`config.mk`:
```
export PLATFORM = sky130hd
export DESIGN_NAME = tos_seq
export DESIGN_NICKNAME = d
export VERILOG_FILES = /design/src/include/tos_pkg.sv /design/src/hw/tos_sync2.sv /design/src/hw/tos_byte_level.sv /design/src/hw/tos_seq.sv
export SDC_FILE = /design/constraint.sdc
export NUM_CORES = 1
export LEC_CHECK = 0
export BUFFER_PORTS_ARGS = -buffer_cell sky130_fd_sc_hd__buf_2
export CAP_MARGIN = 20
export CORE_MARGIN = 10
export CORE_UTILIZATION = 40
export DETAILED_ROUTE_END_ITERATION = 8
export PLACE_DENSITY_LB_ADDON = 0.08
export SYNTH_ARGS = -nofsm -noshare
export SYNTH_HDL_FRONTEND = slang
export SYNTH_SLANG_ARGS = --single-unit
```
`constraint.sdc`:
```
create_clock -name pclk -period 2.81 [get_ports pclk]
set_clock_uncertainty 0.1 [all_clocks]
set_input_delay 0.281 -clock pclk [delete_from_list [all_inputs] [get_ports pclk]]
set_output_delay 0.281 -clock pclk [all_outputs]
set_load 0.005 [all_outputs]
```
`src/include/tos_pkg.sv`:
```
// Purpose: Constants and types for the terminal-order phase-step sequencer
// Assumes: One clock domain, pclk at 10 MHz
// Notes:   Register offsets are byte addresses on a 32-bit APB bus
//
// Summary of operation
// RULE_01 - Final fetch: odd word to C, D
// RULE_02 - Prep step: set flag A, clear B
// RULE_03 - Phase one: final data high, service low
// RULE_04 - Phase one sets strobe-wait clock hold
// RULE_05 - Strobe with hold and no ack restarts
// RULE_06 - Terminal step sets both order flags
// RULE_07 - Build terminal byte from count, chain, halt
// RULE_08 - Terminal register drives data lines always
// RULE_09 - Controller uses bits 0, 3 only
// RULE_10 - Final step raises ack and ack hold
// RULE_11 - Ack held until strobe drops
// RULE_12 - Clock stopped until ack clears
// RULE_13 - Controller disconnects on strobe fall
// RULE_14 - Data chaining entered from phase one; the code starts it from idle on the chain pulse
// RULE_15 - Chain fetch parity error sets error flag
// RULE_16 - Chaining also makes bit 1 meaningful
// RULE_17 - Data-out first step loads C
// RULE_18 - Low address bits into byte level
// RULE_19 - Second step moves C into A
// RULE_20 - Second step decrements byte level
// RULE_21 - Zero level exits, else keep shifting
// RULE_22 - State advances only with clock enable
package tos_pkg;

   // ==========================================================
   // Register map
   // ==========================================================
   localparam logic [7:0] TOS_CTRL_OFS   = 8'h00; // Start and conditions
   localparam logic [7:0] TOS_CWORD_OFS  = 8'h04; // Odd command word in
   localparam logic [7:0] TOS_DWORD_OFS  = 8'h08; // Data word in
   localparam logic [7:0] TOS_STAT_OFS   = 8'h0C; // State and flags
   localparam logic [7:0] TOS_CREG_OFS   = 8'h10; // C register
   localparam logic [7:0] TOS_DREG_OFS   = 8'h14; // D register
   localparam logic [7:0] TOS_AREG_OFS   = 8'h18; // A register

   // ==========================================================
   // Control register fields
   // ==========================================================
   localparam int TOS_CTL_GO_ORDER  = 0;  // Pulse: run order-out close
   localparam int TOS_CTL_GO_CHAIN  = 1;  // Pulse: run data chaining
   localparam int TOS_CTL_GO_DOUT   = 2;  // Pulse: run data-out start
   localparam int TOS_CTL_VALID_ORDER_COND    = 3;  // Valid order condition
   localparam int TOS_CTL_ZCOUNT    = 4;  // Zero byte count flag
   localparam int TOS_CTL_ZIRQ      = 5;  // Zero count irq enable
   localparam int TOS_CTL_NODCH     = 6;  // No data chain condition
   localparam int TOS_CTL_CMDCH     = 7;  // Command chain flag
   localparam int TOS_CTL_HALT      = 8;  // Channel halt flag
   localparam int TOS_CTL_PARERR    = 9;  // Memory parity error
   localparam int TOS_CTL_DATAIN    = 10; // Chain from data-in
   localparam int TOS_CTL_ADDR_LO   = 11; // Two low byte-address bits
   localparam int TOS_CTL_W         = 13; // Stored control width

   // ==========================================================
   // Terminal order byte bits
   // ==========================================================
   localparam int TOS_TO_ZIRQ  = 0;
   localparam int TOS_TO_ZCNT  = 1;
   localparam int TOS_TO_CMDCH = 2;
   localparam int TOS_TO_HALT  = 3;

   // ==========================================================
   // Phase steps
   // ==========================================================
   typedef enum logic [3:0] {
      TOS_IDLE,      // Waiting for a start
      TOS_FETCH,     // Final fetch, odd word to C and D
      TOS_PREP,      // Phase zero preparation
      TOS_REQ,       // Phase one, request terminal order
      TOS_TERM,      // Terminal order step, strobe gated
      TOS_FINAL,     // Final byte exchange
      TOS_ACKWAIT,   // Clock stopped for ack release
      TOS_DLOAD,     // Data-out, word into C
      TOS_DMOVE,     // Data-out, C into A
      TOS_DSHIFT,    // Data-out, shift until level zero
      TOS_DBYTE      // Phase zero byte transfer exit
   } tos_state_t;

   typedef enum logic [1:0] {
      TOS_SEQ_ORDER,
      TOS_SEQ_CHAIN_OUT,
      TOS_SEQ_CHAIN_IN
   } tos_seq_t;

   localparam logic [31:0] TOS_RDATA_RST = 32'h0000_0000;

endpackage

```
`src/hw/tos_sync2.sv`:
```
// Purpose: Two flip-flop synchroniser for one pin input
// Assumes: Input is asynchronous to pclk
// Notes:   First stage is read only by the second stage
`timescale 1ns/1ns
module tos_sync2 (
   input  wire logic pclk,
   input  wire logic presetn,
   input  wire logic async_in,
   output logic      sync_out
);
   logic meta_q; // First stage

   // ==========================================================
   // Synchroniser chain
   // ==========================================================
   // Two stages with constant reset
   always_ff @(posedge pclk or negedge presetn) begin
      if (!presetn) begin
         meta_q   <= 1'b0;
         sync_out <= 1'b0;
      end else begin
         meta_q   <= async_in;
         sync_out <= meta_q;
      end
   end
endmodule // tos_sync2

```
`src/hw/tos_byte_level.sv`:
```
// Purpose: Two-bit byte-level counter for data-out shifting
// Assumes: Load and decrement never asserted together
// Notes:   Higher address bit goes to counter bit 0
`timescale 1ns/1ns
module tos_byte_level (
   input  wire logic       pclk,
   input  wire logic       presetn,
   input  wire logic       load,
   input  wire logic [1:0] addr_lo,
   input  wire logic       dec,
   output logic [1:0]      level_q,
   output logic            level_zero
);
   logic [1:0] level_d; // Next count

   // ==========================================================
   // Counter next value
   // ==========================================================
   always_comb begin
      level_d = level_q;
      if (load) begin
         // RULE_18 swapped bit load
         level_d = {addr_lo[0], addr_lo[1]};
      end else if (dec) begin
         // RULE_20 decrement by one
         level_d = level_q - 2'h1;
      end
   end

   // Counter register
   always_ff @(posedge pclk or negedge presetn) begin
      if (!presetn) begin
         level_q <= 2'h0;
      end else begin
         level_q <= level_d;
      end
   end

   // RULE_21 zero on both clear
   assign level_zero = (level_q == 2'h0);
endmodule // tos_byte_level

```
`src/hw/tos_seq.sv`:
```
// Purpose: Terminal-order phase-step sequencer with APB registers
// Assumes: pclk 10 MHz, controller strobe arrives asynchronously
// Notes:   Clock enable gate holds all step state except the ack while waiting
//
// Register access over APB and the register addresses were decided locally.
`timescale 1ns/1ns
module tos_seq (
   input  wire logic        pclk,
   input  wire logic        presetn,
   input  wire logic        psel,
   input  wire logic        penable,
   input  wire logic        pwrite,
   input  wire logic [7:0]  paddr,
   input  wire logic [31:0] pwdata,
   output logic [31:0]      prdata,
   output logic             pready,
   output logic             pslverr,
   input  wire logic        controller_request_strobe,
   output logic             final_data_qualifier,
   output logic             final_service_qualifier,
   output logic             strobe_ack,
   output logic [7:0]       interface_data_lines
);

   // ==========================================================
   // Declarations
   // ==========================================================
   tos_pkg::tos_state_t state_q, state_d;     // Phase step
   tos_pkg::tos_seq_t   seq_q, seq_d;         // Running sequence
   logic [tos_pkg::TOS_CTL_W-1:0] ctl_q, ctl_d; // Stored conditions
   logic [31:0] cword_q, cword_d;             // Odd command word in
   logic [31:0] dword_q, dword_d;             // Data word in
   logic [31:0] c_reg_q, c_reg_d;             // C register
   logic [31:0] d_reg_q, d_reg_d;             // D register
   logic [31:0] a_reg_q, a_reg_d;             // A register
   logic        sum_a_q, sum_a_d;             // Adder preset A to sum
   logic        sum_c_q, sum_c_d;             // Adder preset C to sum
   logic        order_flag_a, order_flag_a_d;
   logic        order_flag_b, order_flag_b_d;
   logic        terminal_pending_flag, tp_d;
   logic        transmission_error_flag, te_d;
   logic        strobe_wait_clock_hold, swh_d;
   logic        ack_wait_clock_hold, awh_d;
   logic        ack_d;                        // Next ack
   logic [7:0]  terminal_order_register, tor_d;
   logic        clock_enable_gate;            // Step may advance
   logic        rs_sync;                      // Synchronised strobe
   logic        bl_load, bl_dec, byte_level_zero;
   logic [1:0]  byte_level;
   logic [31:0] prdata_d;
   logic        pready_d, pslverr_d;
   logic        wr_en, rd_en, addr_ok;
   logic [2:0]  go;                           // Start pulses

   // ==========================================================
   // Pin input synchroniser and byte-level counter
   // ==========================================================
   tos_sync2 u_rs_sync (
      .pclk     (pclk),
      .presetn  (presetn),
      .async_in (controller_request_strobe),
      .sync_out (rs_sync)
   );

   tos_byte_level u_level (
      .pclk       (pclk),
      .presetn    (presetn),
      .load       (bl_load),
      .addr_lo    (ctl_q[tos_pkg::TOS_CTL_ADDR_LO +: 2]),
      .dec        (bl_dec),
      .level_q    (byte_level),
      .level_zero (byte_level_zero)
   );

   // ==========================================================
   // APB decode
   // ==========================================================
   assign wr_en = psel && penable && pwrite && pready;
   assign rd_en = psel && !penable && !pwrite;
   assign addr_ok = (paddr == tos_pkg::TOS_CTRL_OFS)
                 || (paddr == tos_pkg::TOS_CWORD_OFS)
                 || (paddr == tos_pkg::TOS_DWORD_OFS)
                 || (paddr == tos_pkg::TOS_STAT_OFS)
                 || (paddr == tos_pkg::TOS_CREG_OFS)
                 || (paddr == tos_pkg::TOS_DREG_OFS)
                 || (paddr == tos_pkg::TOS_AREG_OFS);

   // Bus answer: ready one cycle into access, error on bad address
   always_comb begin
      pready_d  = psel && !penable;
      pslverr_d = psel && !penable && !addr_ok;
      prdata_d  = prdata;
      go        = 3'h0;
      ctl_d     = ctl_q;
      cword_d   = cword_q;
      dword_d   = dword_q;
      if (rd_en) begin
         case (paddr)
            tos_pkg::TOS_CTRL_OFS:  prdata_d = {19'h0, ctl_q};
            tos_pkg::TOS_CWORD_OFS: prdata_d = cword_q;
            tos_pkg::TOS_DWORD_OFS: prdata_d = dword_q;
            tos_pkg::TOS_STAT_OFS:  prdata_d = {12'h0, byte_level,
               2'(seq_q), 4'(state_q), terminal_order_register,
               transmission_error_flag, terminal_pending_flag,
               order_flag_b, order_flag_a};
            tos_pkg::TOS_CREG_OFS:  prdata_d = c_reg_q;
            tos_pkg::TOS_DREG_OFS:  prdata_d = d_reg_q;
            tos_pkg::TOS_AREG_OFS:  prdata_d = a_reg_q;
            default:                prdata_d = tos_pkg::TOS_RDATA_RST;
         endcase
      end
      if (wr_en && !pslverr) begin
         case (paddr)
            tos_pkg::TOS_CTRL_OFS: begin
               ctl_d = pwdata[tos_pkg::TOS_CTL_W-1:0];
               go    = pwdata[2:0];
            end
            tos_pkg::TOS_CWORD_OFS: cword_d = pwdata;
            tos_pkg::TOS_DWORD_OFS: dword_d = pwdata;
            default: ;
         endcase
      end
   end

   // Bus registers
   always_ff @(posedge pclk or negedge presetn) begin
      if (!presetn) begin
         prdata  <= tos_pkg::TOS_RDATA_RST;
         pready  <= 1'b0;
         pslverr <= 1'b0;
         ctl_q   <= '0;
         cword_q <= 32'h0000_0000;
         dword_q <= 32'h0000_0000;
      end else begin
         prdata  <= prdata_d;
         pready  <= pready_d;
         pslverr <= pslverr_d;
         ctl_q   <= ctl_d;
         cword_q <= cword_d;
         dword_q <= dword_d;
      end
   end

   // ==========================================================
   // Clock enable gate
   // ==========================================================
   // Gate from the two hold flip-flops and the handshake
   always_comb begin
      clock_enable_gate = 1'b1;
      if (strobe_wait_clock_hold) begin
         // RULE_05 strobe restarts clock
         clock_enable_gate = !strobe_ack && rs_sync;
      end else if (ack_wait_clock_hold) begin
         // RULE_12 wait ack clear
         clock_enable_gate = !strobe_ack;
      end
   end

   // ==========================================================
   // Phase-step next state
   // ==========================================================
   always_comb begin
      state_d        = state_q;
      seq_d          = seq_q;
      c_reg_d        = c_reg_q;
      d_reg_d        = d_reg_q;
      a_reg_d        = a_reg_q;
      sum_a_d        = sum_a_q;
      sum_c_d        = sum_c_q;
      order_flag_a_d = order_flag_a;
      order_flag_b_d = order_flag_b;
      tp_d           = terminal_pending_flag;
      te_d           = transmission_error_flag;
      swh_d          = strobe_wait_clock_hold;
      awh_d          = ack_wait_clock_hold;
      ack_d          = strobe_ack;
      tor_d          = terminal_order_register;
      bl_load        = 1'b0;
      bl_dec         = 1'b0;
      // RULE_11 ack drops with strobe
      if (strobe_ack && !rs_sync) begin
         ack_d = 1'b0;
      end
      // RULE_22 advance only when enabled
      if (clock_enable_gate) begin
         case (state_q)
            tos_pkg::TOS_IDLE: begin
               // RULE_14 chaining entry points
               if (go[tos_pkg::TOS_CTL_GO_ORDER]) begin
                  seq_d   = tos_pkg::TOS_SEQ_ORDER;
                  state_d = tos_pkg::TOS_FETCH;
               end else if (go[tos_pkg::TOS_CTL_GO_CHAIN]) begin
                  seq_d = ctl_d[tos_pkg::TOS_CTL_DATAIN]
                        ? tos_pkg::TOS_SEQ_CHAIN_IN
                        : tos_pkg::TOS_SEQ_CHAIN_OUT;
                  state_d = tos_pkg::TOS_FETCH;
               end else if (go[tos_pkg::TOS_CTL_GO_DOUT]) begin
                  state_d = tos_pkg::TOS_DLOAD;
               end
               tp_d = go[tos_pkg::TOS_CTL_GO_ORDER]
                   || go[tos_pkg::TOS_CTL_GO_CHAIN];
            end
            tos_pkg::TOS_FETCH: begin
               // RULE_01 odd word to C and D
               c_reg_d = cword_q;
               d_reg_d = cword_q;
               // RULE_15 parity error in chain
               if (seq_q != tos_pkg::TOS_SEQ_ORDER
                   && ctl_q[tos_pkg::TOS_CTL_PARERR]) begin
                  te_d = 1'b1;
               end
               state_d = tos_pkg::TOS_PREP;
            end
            tos_pkg::TOS_PREP: begin
               // RULE_02 flag A set, B clear
               order_flag_a_d = 1'b1;
               order_flag_b_d = 1'b0;
               if (ctl_q[tos_pkg::TOS_CTL_VALID_ORDER_COND]) begin
                  sum_a_d = 1'b1;
               end
               state_d = tos_pkg::TOS_REQ;
            end
            tos_pkg::TOS_REQ: begin
               // RULE_04 hold clock for strobe
               swh_d   = 1'b1;
               state_d = tos_pkg::TOS_TERM;
            end
            tos_pkg::TOS_TERM: begin
               swh_d = 1'b0;
               // RULE_06 both order flags set
               order_flag_a_d = 1'b1;
               order_flag_b_d = 1'b1;
               // RULE_07 assemble terminal byte
               tor_d = 8'h00;
               tor_d[tos_pkg::TOS_TO_ZIRQ] =
                  ctl_q[tos_pkg::TOS_CTL_ZCOUNT]
                  && ctl_q[tos_pkg::TOS_CTL_ZIRQ];
               // RULE_16 count bit for chaining
               tor_d[tos_pkg::TOS_TO_ZCNT] =
                  ctl_q[tos_pkg::TOS_CTL_ZCOUNT]
                  && ctl_q[tos_pkg::TOS_CTL_NODCH];
               tor_d[tos_pkg::TOS_TO_CMDCH] =
                  ctl_q[tos_pkg::TOS_CTL_CMDCH];
               tor_d[tos_pkg::TOS_TO_HALT] = ctl_q[tos_pkg::TOS_CTL_HALT];
               state_d = tos_pkg::TOS_FINAL;
            end
            tos_pkg::TOS_FINAL: begin
               // RULE_10 raise ack and ack hold
               if (terminal_pending_flag) begin
                  ack_d = 1'b1;
                  awh_d = 1'b1;
               end
               state_d = tos_pkg::TOS_ACKWAIT;
            end
            tos_pkg::TOS_ACKWAIT: begin
               awh_d   = 1'b0;
               tp_d    = 1'b0;
               sum_a_d = 1'b0;
               state_d = tos_pkg::TOS_IDLE;
            end
            tos_pkg::TOS_DLOAD: begin
               // RULE_17 data word to C
               c_reg_d = dword_q;
               sum_c_d = 1'b1;
               // RULE_18 load byte level
               bl_load = 1'b1;
               state_d = tos_pkg::TOS_DMOVE;
            end
            tos_pkg::TOS_DMOVE: begin
               // RULE_19 C through sum to A
               a_reg_d = c_reg_q;
               sum_c_d = 1'b0;
               // RULE_20 count down
               bl_dec  = 1'b1;
               state_d = (byte_level == 2'h1) ? tos_pkg::TOS_DBYTE
                                              : tos_pkg::TOS_DSHIFT;
            end
            tos_pkg::TOS_DSHIFT: begin
               // RULE_21 shift until zero
               if (byte_level_zero) begin
                  state_d = tos_pkg::TOS_DBYTE;
               end else begin
                  a_reg_d = {a_reg_q[23:0], 8'h00};
                  bl_dec  = 1'b1;
               end
            end
            tos_pkg::TOS_DBYTE: begin
               state_d = tos_pkg::TOS_IDLE;
            end
            default: state_d = tos_pkg::TOS_IDLE;
         endcase
      end
   end

   // Step state registers
   always_ff @(posedge pclk or negedge presetn) begin
      if (!presetn) begin
         state_q                 <= tos_pkg::TOS_IDLE;
         seq_q                   <= tos_pkg::TOS_SEQ_ORDER;
         c_reg_q                 <= 32'h0000_0000;
         d_reg_q                 <= 32'h0000_0000;
         a_reg_q                 <= 32'h0000_0000;
         sum_a_q                 <= 1'b0;
         sum_c_q                 <= 1'b0;
         order_flag_a            <= 1'b0;
         order_flag_b            <= 1'b0;
         terminal_pending_flag   <= 1'b0;
         transmission_error_flag <= 1'b0;
         strobe_wait_clock_hold  <= 1'b0;
         ack_wait_clock_hold     <= 1'b0;
         strobe_ack              <= 1'b0;
         terminal_order_register <= 8'h00;
      end else begin
         state_q                 <= state_d;
         seq_q                   <= seq_d;
         c_reg_q                 <= c_reg_d;
         d_reg_q                 <= d_reg_d;
         a_reg_q                 <= a_reg_d;
         sum_a_q                 <= sum_a_d;
         sum_c_q                 <= sum_c_d;
         order_flag_a            <= order_flag_a_d;
         order_flag_b            <= order_flag_b_d;
         terminal_pending_flag   <= tp_d;
         transmission_error_flag <= te_d;
         strobe_wait_clock_hold  <= swh_d;
         ack_wait_clock_hold     <= awh_d;
         strobe_ack              <= ack_d;
         terminal_order_register <= tor_d;
      end
   end

   // ==========================================================
   // Pin outputs
   // ==========================================================
   // RULE_03 qualifiers follow order flags
   assign final_data_qualifier    = order_flag_a;
   assign final_service_qualifier = order_flag_b;
   // RULE_08 terminal byte on data lines
   assign interface_data_lines    = terminal_order_register;

endmodule // tos_seq

```
==> results.ini, run 1 <==
[power_and_ir_drop]
netSwitchingPower_w=0.00265
seq_power_share_pct=42.6
p_clk_share_pct=39.6
ir_drop_mv=0.412
leakagePower_nw=6.42
totalPowerFinal_w=0.00900
p_per_area_mw_per_mm2=688
p_int_w=0.00635
switching_share_pct=29.5
p_comb_share_pct=17.9

[clocking]
cts_resized=0
clockBufferDepth=3
clk_pin_slew_worst_paths_ps=60
clock_sinks=228
htree_levels=1
cts-root-buf=clkbuf_16
clk_latency_ps=530
cts_tree=yes
cts_made_buffers=26
post_cts_buffers=0

[layout]
final_common_cell=dfrtp_1
most-common-layout-cells=228 x dfrtp_1, 94 x nand2_1, 85 x mux2_2, 85 x buf_2, 74 x mux2i_1
antennaDiodeCount=0
syn_to_final_growth_pct=20.5
design_area_mm2=0.0131
layout.nets=1138
drive_above_1_share_pct=27.9

[global_routing]
grt_start_max_net_pins=75
grt_pass1_vias=8131
grt_overflow=0
grt_usage_pct=19.0
antenna_found_initial=0
grt_pass1_wl_mm=50.0

[logic_synthesis]
yosysSeqAreaShare_pct=52.6
synth_area_leader_cell=dfrtp_1
syn_area_mm2=0.0108
yosysWarnings=0
syn_area_per_cell_um2=11.2
ys_ff_latch=228
synthArstFlopShare_pct=100
synthTopCellsByArea=dfrtp_1 53%, mux2_2 8.8%, mux2i_1 6.8%
synth_edf_count=0
syn_inst=967
synth_top_cell_area_share_pct=52.6
dominantRegCellSynth=dfrtp_1
synth_cell_types=54

[sta]
max_freq_ghz=0.420
grt_setup_unrepaired=no
tightest_slew_ps=906
slew_headroom_pct=39.6
hold_viol_final=0
period_share_pct=84.7
fin_ws_ps=429
tns_ps=0
period_needed_ps=2380
setup_viol=0
hold_ws_ps=48.2
slew_viol_final=0

[worst_setup_path]
cp-end-kind=register
crit_fanout=19
start_kind=register
critPathKind=register to register
cp_data_required_time_ps=3120
arrival_ps=2690

[routing]
vias=8024
drc=0
drt_first_pass_iters=6
wl_mm=32.4
wire_per_inst_um=22.4
drt-initial-drc-count=494
vias_per_cell=5.54
ant_nets=0

[hold_path]
min_path_type=primary input to register

[floorplanning]
start_util_pct=40.5
dieArea_mm2=0.0341
die_w_um=185
ios=91
rows=60
core-area_mm2=0.0268
die_h_um=185

[place]
port-buffer-count=86
dp_hpwl_mm=22.0
postPlaceCellArea_mm2=0.0118
pre_cts_ws_ps=316
gp_congestion=0.802

[job]
cap_violations=0

[status]
status=complete, no violations

## cell usage after synthesis (2+ instances only)
master / count
mux2_2: 85
o21ai_1: 2
inv_1: 13
o211ai_1: 6
or2_2: 5
or4_1: 4
o221ai_1: 2
buf_2: 7
clkbuf_1: 59
o22ai_1: 14
or3_1: 5
mux2i_1: 74
nand2b_1: 7
ha_1: 2
or4b_2: 3
dfrtp_1: 228
mux2_4: 30
o21ai_0: 73
a22o_1: 29
nor2b_1: 4
a311oi_1: 3
and3_1: 5
nor3_1: 12
a221oi_1: 2
nand3_1: 20
a31oi_1: 7
nand2_1: 94
a21oi_1: 43
nor2_1: 48
and2_1: 3
a221o_1: 2
nor3b_1: 2
buf_6: 6
buf_4: 4
a22oi_1: 45
## logic make-up (layout without fill, tap and decap cells)
kind of cell	Yosys count	after routing	share of synthesized area, %
AND/OR/NAND/NOR	219	219	9.48
adder cells (fa/ha/maj)	2	2	0.231
other	1	4	0.0346
flip-flops	228	228	52.6
XOR/XNOR	2	2	0.162
AO/OA/AOI/OAI	237	237	14.0
buffers and inverters	89	227	3.71
multiplexers	189	189	19.8
## power groups by stage
stage / clock network [W] / logic, W / registers, W
6_report: 0.00356 / 0.00161 / 0.00383
2_1_floorplan: 0 / 0.00109 / 0.00371
3_3_place_gp: 0 / 0.00156 / 0.00389
4_1_cts: 0.00364 / 0.00162 / 0.00383
5_1_grt: 0.00377 / 0.00179 / 0.00387
3_5_place_dp: 0 / 0.00157 / 0.00389
## registers in the layout, summed over array words and instances, names as in the netlist, 2 cells and up
name and count:
seq_q 2, dword_q 32, ctl_q 13, c_reg_q 32
prdata 32, cword_q 32, state_q 4, d_reg_q 32
u_level.level_q 2, interface_data_lines 4, a_reg_q 32
## worst max-delay path, cell delays in order, from the launching register on
cell      delay [ps]
dfrtp_1          420
nand2b_1         250
or2_2            340
or3_2            500
buf_4            290
mux2_4           350
## layer usage
layer  vias to the layer above  share of wire, %  global-route usage [%]
li1                       3749                 -                       -
met1                      4007                47                    26.9
met2                       218                45                    29.1
met3                        50               5.7                    3.23
met4                         0               2.5                    5.88
met5                         -                 0                       0
## final timing paths
| check | from | to | slack [ps] | cells after the start |
|---|---|---|---|---|
| min reg2reg | u_rs_sync.meta_q | u_rs_sync.sync_out | 260 | 0 |
| max | pslverr | cword_q[29] | 430 | 5 |
| min in group asynchronous | presetn | cword_q[2] | 230 | 2 |
| min | paddr[3] | pslverr | 50 | 3 |
| max reg2reg | pslverr | cword_q[29] | 430 | 5 |
| max in group asynchronous | presetn | ctl_q[3] | 1610 | 3 |
## metrics by stage
step,util [%],cells
2_1_floorplan,-,970
3_3_place_gp,44.1,1368
3_5_place_dp,44.1,1368
4_1_cts,48.8,1449
5_1_grt,48.8,1449
6_report,48.8,1449
## layout make-up
type,count,area (um^2)
fillers,2472,13700
flip-flops and latches,228,5710
multi-input cells,653,4780
repair buffers,168,1210
clock buffers,38,787
well taps,341,427
clock inverters,8,119
inverters,13,48.8
## timing repair
action,CTS,global route
hold buffers,35,0
endpoints found under the hold margin,147,0
setup endpoints to repair,0,0
Note: power is estimated with default switching activity, not from simulation.
==> run 2, diff against run 1 <==
==> constraint.sdc (replaced) <==
create_clock -name pclk -period 2 [get_ports pclk]
set_clock_uncertainty 0.1 [all_clocks]
set_input_delay 0.2 -clock pclk [delete_from_list [all_inputs] [get_ports pclk]]
set_output_delay 0.2 -clock pclk [all_outputs]
set_load 0.005 [all_outputs]
==> results.ini, run 2 (same netlist as run 1, synthesis figures left out) <==
[place]
pre_cts_ws_ps=-365  ; was 316 ps
dp_hpwl_mm=23.5  ; was 22.0 mm
gp_congestion=0.850  ; was 0.802
port-buffer-count=86  ; unchanged

[global_routing]
antenna_found_initial=0  ; unchanged
grt_start_max_net_pins=56  ; was 75
grt_usage_pct=20.0  ; was 19.0%
grt_pass1_wl_mm=52.7  ; was 50.0 mm
grt_pass1_vias=8553  ; was 8131
grt_overflow=0  ; unchanged

[sta]
max_freq_ghz=0.500  ; was 0.420 GHz
slew_headroom_pct=37.9  ; was 39.6%
slew_viol_final=0  ; unchanged
period_share_pct=100  ; was 84.7%
tightest_slew_ps=928  ; was 906 ps
setup_viol=1  ; was 0
grt_setup_unrepaired=yes  ; was no
fin_ws_ps=-1.68  ; was 429 ps
hold_viol_final=0  ; unchanged
period_needed_ps=2000  ; was 2380 ps

[clocking]
clock_sinks=228  ; unchanged
cts-root-buf=clkbuf_16  ; unchanged
clk_latency_ps=530  ; about the same
clockBufferDepth=3  ; unchanged
clk_pin_slew_worst_paths_ps=60  ; about the same
cts_made_buffers=26  ; unchanged
cts_tree=yes  ; unchanged
htree_levels=1  ; unchanged

[floorplanning]
die_h_um=185  ; unchanged
ios=91  ; unchanged
rows=60  ; unchanged
core-area_mm2=0.0268  ; unchanged
dieArea_mm2=0.0341  ; unchanged
start_util_pct=40.5  ; unchanged
die_w_um=185  ; unchanged

[routing]
wl_mm=33.9  ; was 32.4 mm
ant_nets=0  ; unchanged
wire_per_inst_um=22.2  ; was 22.4 um
drc=0  ; unchanged
drt-initial-drc-count=608  ; was 494
drt_first_pass_iters=5  ; was 6
vias_per_cell=5.47  ; was 5.54
vias=8331  ; was 8024

[layout]
syn_to_final_growth_pct=28.9  ; was 20.5%
most-common-layout-cells=227 x dfrtp_1, 93 x buf_4, 92 x nand2_1  ; was 228 x dfrtp_1, 94 x nand2_1, 85 x mux2_2, 85 x buf_2, 74 x mux2i_1
drive_above_1_share_pct=33.1  ; was 27.9%
antennaDiodeCount=0  ; unchanged
layout.nets=1212  ; was 1138
final_common_cell=dfrtp_1  ; unchanged
fin_util_pct=52.2  ; was 48.8%
fillCellCount=2383  ; was 2472

[power_and_ir_drop]
leakagePower_nw=6.91  ; was 6.42 nW
ir_drop_mv=0.604  ; was 0.412 mV
p_per_area_mw_per_mm2=917  ; was 688 mW/mm^2
totalPowerFinal_w=0.0128  ; was 0.00900 W

[worst_setup_path]
start_kind=register  ; unchanged
crit_chain=nand2b_4 > or2_4 > buf_6 > or3_4 > buf_12 > mux2_4  ; was nand2b_1 > or2_2 > or3_2 > buf_4 > mux2_4
cp-end-kind=register  ; unchanged
path_delay_family=simple AND/OR/NAND/NOR gates  ; unchanged
cp_data_required_time_ps=2300  ; was 3120 ps
crit_slowest_cell=dfrtp_1  ; was or3_2
arrival_ps=2310  ; was 2690 ps
crit_fanout=18  ; was 19
critPathKind=register to register  ; unchanged
slowest_delay_ps=390  ; was 500 ps
crit_buf_inv=2  ; was 1

[job]
cap_violations=0  ; unchanged

[hold_path]
min_path_type=primary input to register  ; unchanged

[status]
violations=setup timing
status=finished, violations left  ; was complete, no violations

[run 2: cell types whose count changed in the layout (fill, tap and decap cells not counted), sizes merged]
cell      previous run  this run
clkinvlp             0         1
clkbuf              38        39
clkinv               5         7
bufinv               3         0
buf                133       207
[run 2: final timing paths]
| path | slack (ps) | to | from | depth (start not counted) |
|---|---|---|---|---|
| min | 40 | pready | psel | 4 |
| max in group asynchronous | 970 | a_reg_q[30] | presetn | 3 |
| max reg2reg | -2 | cword_q[15] | pslverr | 6 |
| min reg2reg | 250 | u_rs_sync.sync_out | u_rs_sync.meta_q | 0 |
| min in group asynchronous | 90 | prdata[2] | presetn | 2 |
| max | -2 | cword_q[15] | pslverr | 6 |
[run 2: worst min-delay path, delay by kind of cell]
| kind | cells | cell delay (ps) |
|---|---|---|
| AND/OR/NAND/NOR | 1 | 130 |
| buffers and inverters | 3 | 290 |
[run 2: report_power, final]
group | total (W) | internal [W] | switching (W)
Clock | 0.00474 | 0.00282 | 0.00192
Combinational | 0.00274 | 0.00116 | 0.00157
Sequential | 0.00535 | 0.00495 | 0.000396
Total | 0.0128 | 0.00893 | 0.00389
[run 2: layout make-up]
cell class              count  area, um^2  area share [%]
flip-flops and latches    228        5710            40.8
repair buffers            242        2020            14.4
clock buffers              39         821            5.87
clock inverters             8        42.5           0.304
multi-input cells         653        4920            35.2
inverters                  13        48.8           0.349
well taps                 341         427            3.05
[run 2: routing by layer]
| layer | vias to the layer above | routed length [um] | track usage [%] |
|---|---|---|---|
| met5 | - | 0 | 0 |
| met4 | 0 | 664 | 4.75 |
| met3 | 35 | 1550 | 2.66 |
| met2 | 197 | 15800 | 31.7 |
| met1 | 4192 | 15900 | 28.2 |
| li1 | 3907 | - | - |
[run 2: repair_timing]
item	CTS	global route
buffers inserted	9	7
pin swaps	3	6
cloned	3	0
setup endpoints to repair	67	112
resized for setup	35	6
endpoints found under the hold margin	310	0
hold buffers	35	0
[run 2: per-stage QoR]
step	cells	cell area [um^2]	hold slack [ps]	TNS, ps
floorplan	970	11000	-196	-13720
global placement	1427	12500	60.4	-24470
detailed placement	1427	12500	56.3	-25190
CTS	1521	14000	15.4	-77.9
global route	1524	14000	52.2	-716
finish	1524	14000	40.2	-1.68
==> run 3, diff against run 2 <==
--- a/config.mk
+++ b/config.mk
@@ -11,6 +11,7 @@
 export CORE_UTILIZATION = 40
 export DETAILED_ROUTE_END_ITERATION = 8
 export PLACE_DENSITY_LB_ADDON = 0.08
+export SKIP_LAST_GASP = 1
 export SYNTH_ARGS = -nofsm -noshare
 export SYNTH_HDL_FRONTEND = slang
 export SYNTH_SLANG_ARGS = --single-unit
==> results.ini, run 3 (same netlist as run 1, synthesis figures left out) <==
[sta]
hold_ws_ps=46.1  ; was 40.2 ps
fin_ws_ps=-20.3  ; was -1.68 ps
hold_viol_final=0  ; unchanged
tightest_slew_ps=928  ; about the same
period_needed_ps=2020  ; was 2000 ps
period_share_pct=101  ; was 100%
grt_setup_unrepaired=yes  ; unchanged
slew_headroom_pct=37.8  ; was 37.9%
slew_viol_final=0  ; unchanged
setup_viol=22  ; was 1
max_freq_ghz=0.495  ; was 0.500 GHz

[layout]
syn_to_final_growth_pct=28.9  ; about the same
layout.nets=1212  ; unchanged
drive_above_1_share_pct=33.1  ; about the same
antennaDiodeCount=0  ; unchanged
fillCellCount=2385  ; was 2383
most-common-layout-cells=227 x dfrtp_1, 94 x buf_4, 93 x nand2_1  ; was 227 x dfrtp_1, 93 x buf_4, 92 x nand2_1
final_common_cell=dfrtp_1  ; unchanged

[floorplanning]
dieArea_mm2=0.0341  ; unchanged
rows=60  ; unchanged
start_util_pct=40.5  ; unchanged
ios=91  ; unchanged
die_h_um=185  ; unchanged
core-area_mm2=0.0268  ; unchanged
die_w_um=185  ; unchanged

[global_routing]
grt_overflow=0  ; unchanged
grt_usage_pct=20.0  ; unchanged
antenna_found_initial=0  ; unchanged
grt_pass1_wl_mm=52.7  ; unchanged
grt_pass1_vias=8553  ; unchanged
grt_start_max_net_pins=56  ; unchanged

[routing]
highest-signal-layer=met4  ; unchanged
wl_mm=33.7  ; was 33.9 mm
m1WireLength_mm=15.8  ; was 15.9 mm
vias_per_cell=5.44  ; was 5.47
ant_nets=0  ; unchanged
wl_met3_mm=1.47  ; was 1.55 mm
drc=0  ; unchanged
vias=8284  ; was 8331
drt_first_pass_iters=5  ; unchanged
met2WireLength_mm=15.8  ; about the same
drt-initial-drc-count=635  ; was 608
wire_per_inst_um=22.1  ; was 22.2 um

[place]
port-buffer-count=86  ; unchanged
pre_cts_ws_ps=-365  ; unchanged
gp_congestion=0.850  ; unchanged
dp_hpwl_mm=23.5  ; unchanged

[hold_path]
min_path_type=primary input to register  ; unchanged
min_from=psel  ; unchanged

[worst_setup_path]
r2r-end=cword_q[15]  ; unchanged
crit_fanout=18  ; unchanged
arrival_ps=2330  ; was 2310 ps
crit_end=cword_q[15]  ; unchanged
start_kind=register  ; unchanged
rr_startpoint=pslverr  ; unchanged
critPathKind=register to register  ; unchanged
reg2reg_depth=6  ; unchanged
cp-end-kind=register  ; unchanged
cp-startpoint=pslverr  ; unchanged
reg2reg_slack_ps=-20  ; was -2 ps
cp_data_required_time_ps=2310  ; was 2300 ps

[power_and_ir_drop]
p_per_area_mw_per_mm2=917  ; about the same
ir_drop_mv=0.604  ; about the same
leakagePower_nw=6.91  ; about the same

[clocking]
clockBufferDepth=3  ; unchanged
clk_pin_slew_worst_paths_ps=60  ; about the same
clock_sinks=228  ; unchanged
cts_made_buffers=26  ; unchanged
cts_tree=yes  ; unchanged
htree_levels=1  ; unchanged
cts-root-buf=clkbuf_16  ; unchanged
clk_latency_ps=520  ; was 530 ps

[status]
violations=setup timing  ; unchanged
status=finished, violations left  ; unchanged

[job]
cap_violations=0  ; unchanged

[run 3: changes by cell type in the layout (fill, tap and decap cells not counted)]
cell,delta
buf_6,-1
nand2_1,+1
nand2_2,-1
buf_4,+1
[run 3: worst max-delay path, cell delays in order, from the launching register on]
cell and delay (ps):
dfrtp_1 390, nand2b_4 170, or2_4 240, buf_4 130
or3_4 360, buf_12 190, mux2_4 310
[run 3: worst min-delay path by stage]
stage          cells past startpoint         end
2_1_floorplan                      0  a_reg_q[0]
3_3_place_gp                       1  c_reg_q[2]
3_5_place_dp                       1   prdata[1]
4_1_cts                            4      pready
5_1_grt                            4      pready
6_report                           4      pready
[run 3: cell type report]
type | instances | area [um^2] | area share [%]
multi-input combinational | 653 | 4920 | 35.2
clock buffer | 39 | 821 | 5.87
sequential | 228 | 5710 | 40.8
clock inverter | 8 | 42.5 | 0.304
timing repair buffer | 242 | 2020 | 14.4
tap | 341 | 427 | 3.05
inverter | 13 | 48.8 | 0.349
[run 3: timing repair]
action,CTS,global route
pin swaps,3,6
endpoints found under the hold margin,310,0
gates resized for setup,35,4
cloned,3,0
setup buffers,9,7
hold buffers,35,0
setup endpoints to repair,67,112
[run 3: report_power, final]
part | leakage [nW] | internal (W) | switching, W
Sequential | 3.13 | 0.00495 | 0.000395
Combinational | 3.35 | 0.00116 | 0.00156
Clock | 0.435 | 0.00282 | 0.00192
[run 3: metal layers]
| metal | track usage, % | up-vias |
|---|---|---|
| li1 | - | 3903 |
| met1 | 28.2 | 4151 |
| met2 | 31.7 | 195 |
| met3 | 2.66 | 35 |
| met4 | 4.75 | 0 |
| met5 | 0 | - |
[run 3: stage by stage]
| step | cell area [um^2] | std cells | total power, W | utilization (%) | setup TNS (ps) |
|---|---|---|---|---|---|
| final | 14000 | 1524 | 0.0128 | 52.2 | -159 |
| after global routing | 14000 | 1524 | 0.0134 | 52.2 | -1210 |
| after CTS | 14000 | 1521 | 0.0129 | 52.1 | -77.9 |
| after detailed placement | 12500 | 1427 | 0.00807 | 46.6 | -25190 |
| after global placement | 12500 | 1427 | 0.00806 | 46.6 | -24470 |
| after floorplan | 11000 | 970 | 0.00684 | - | -13720 |
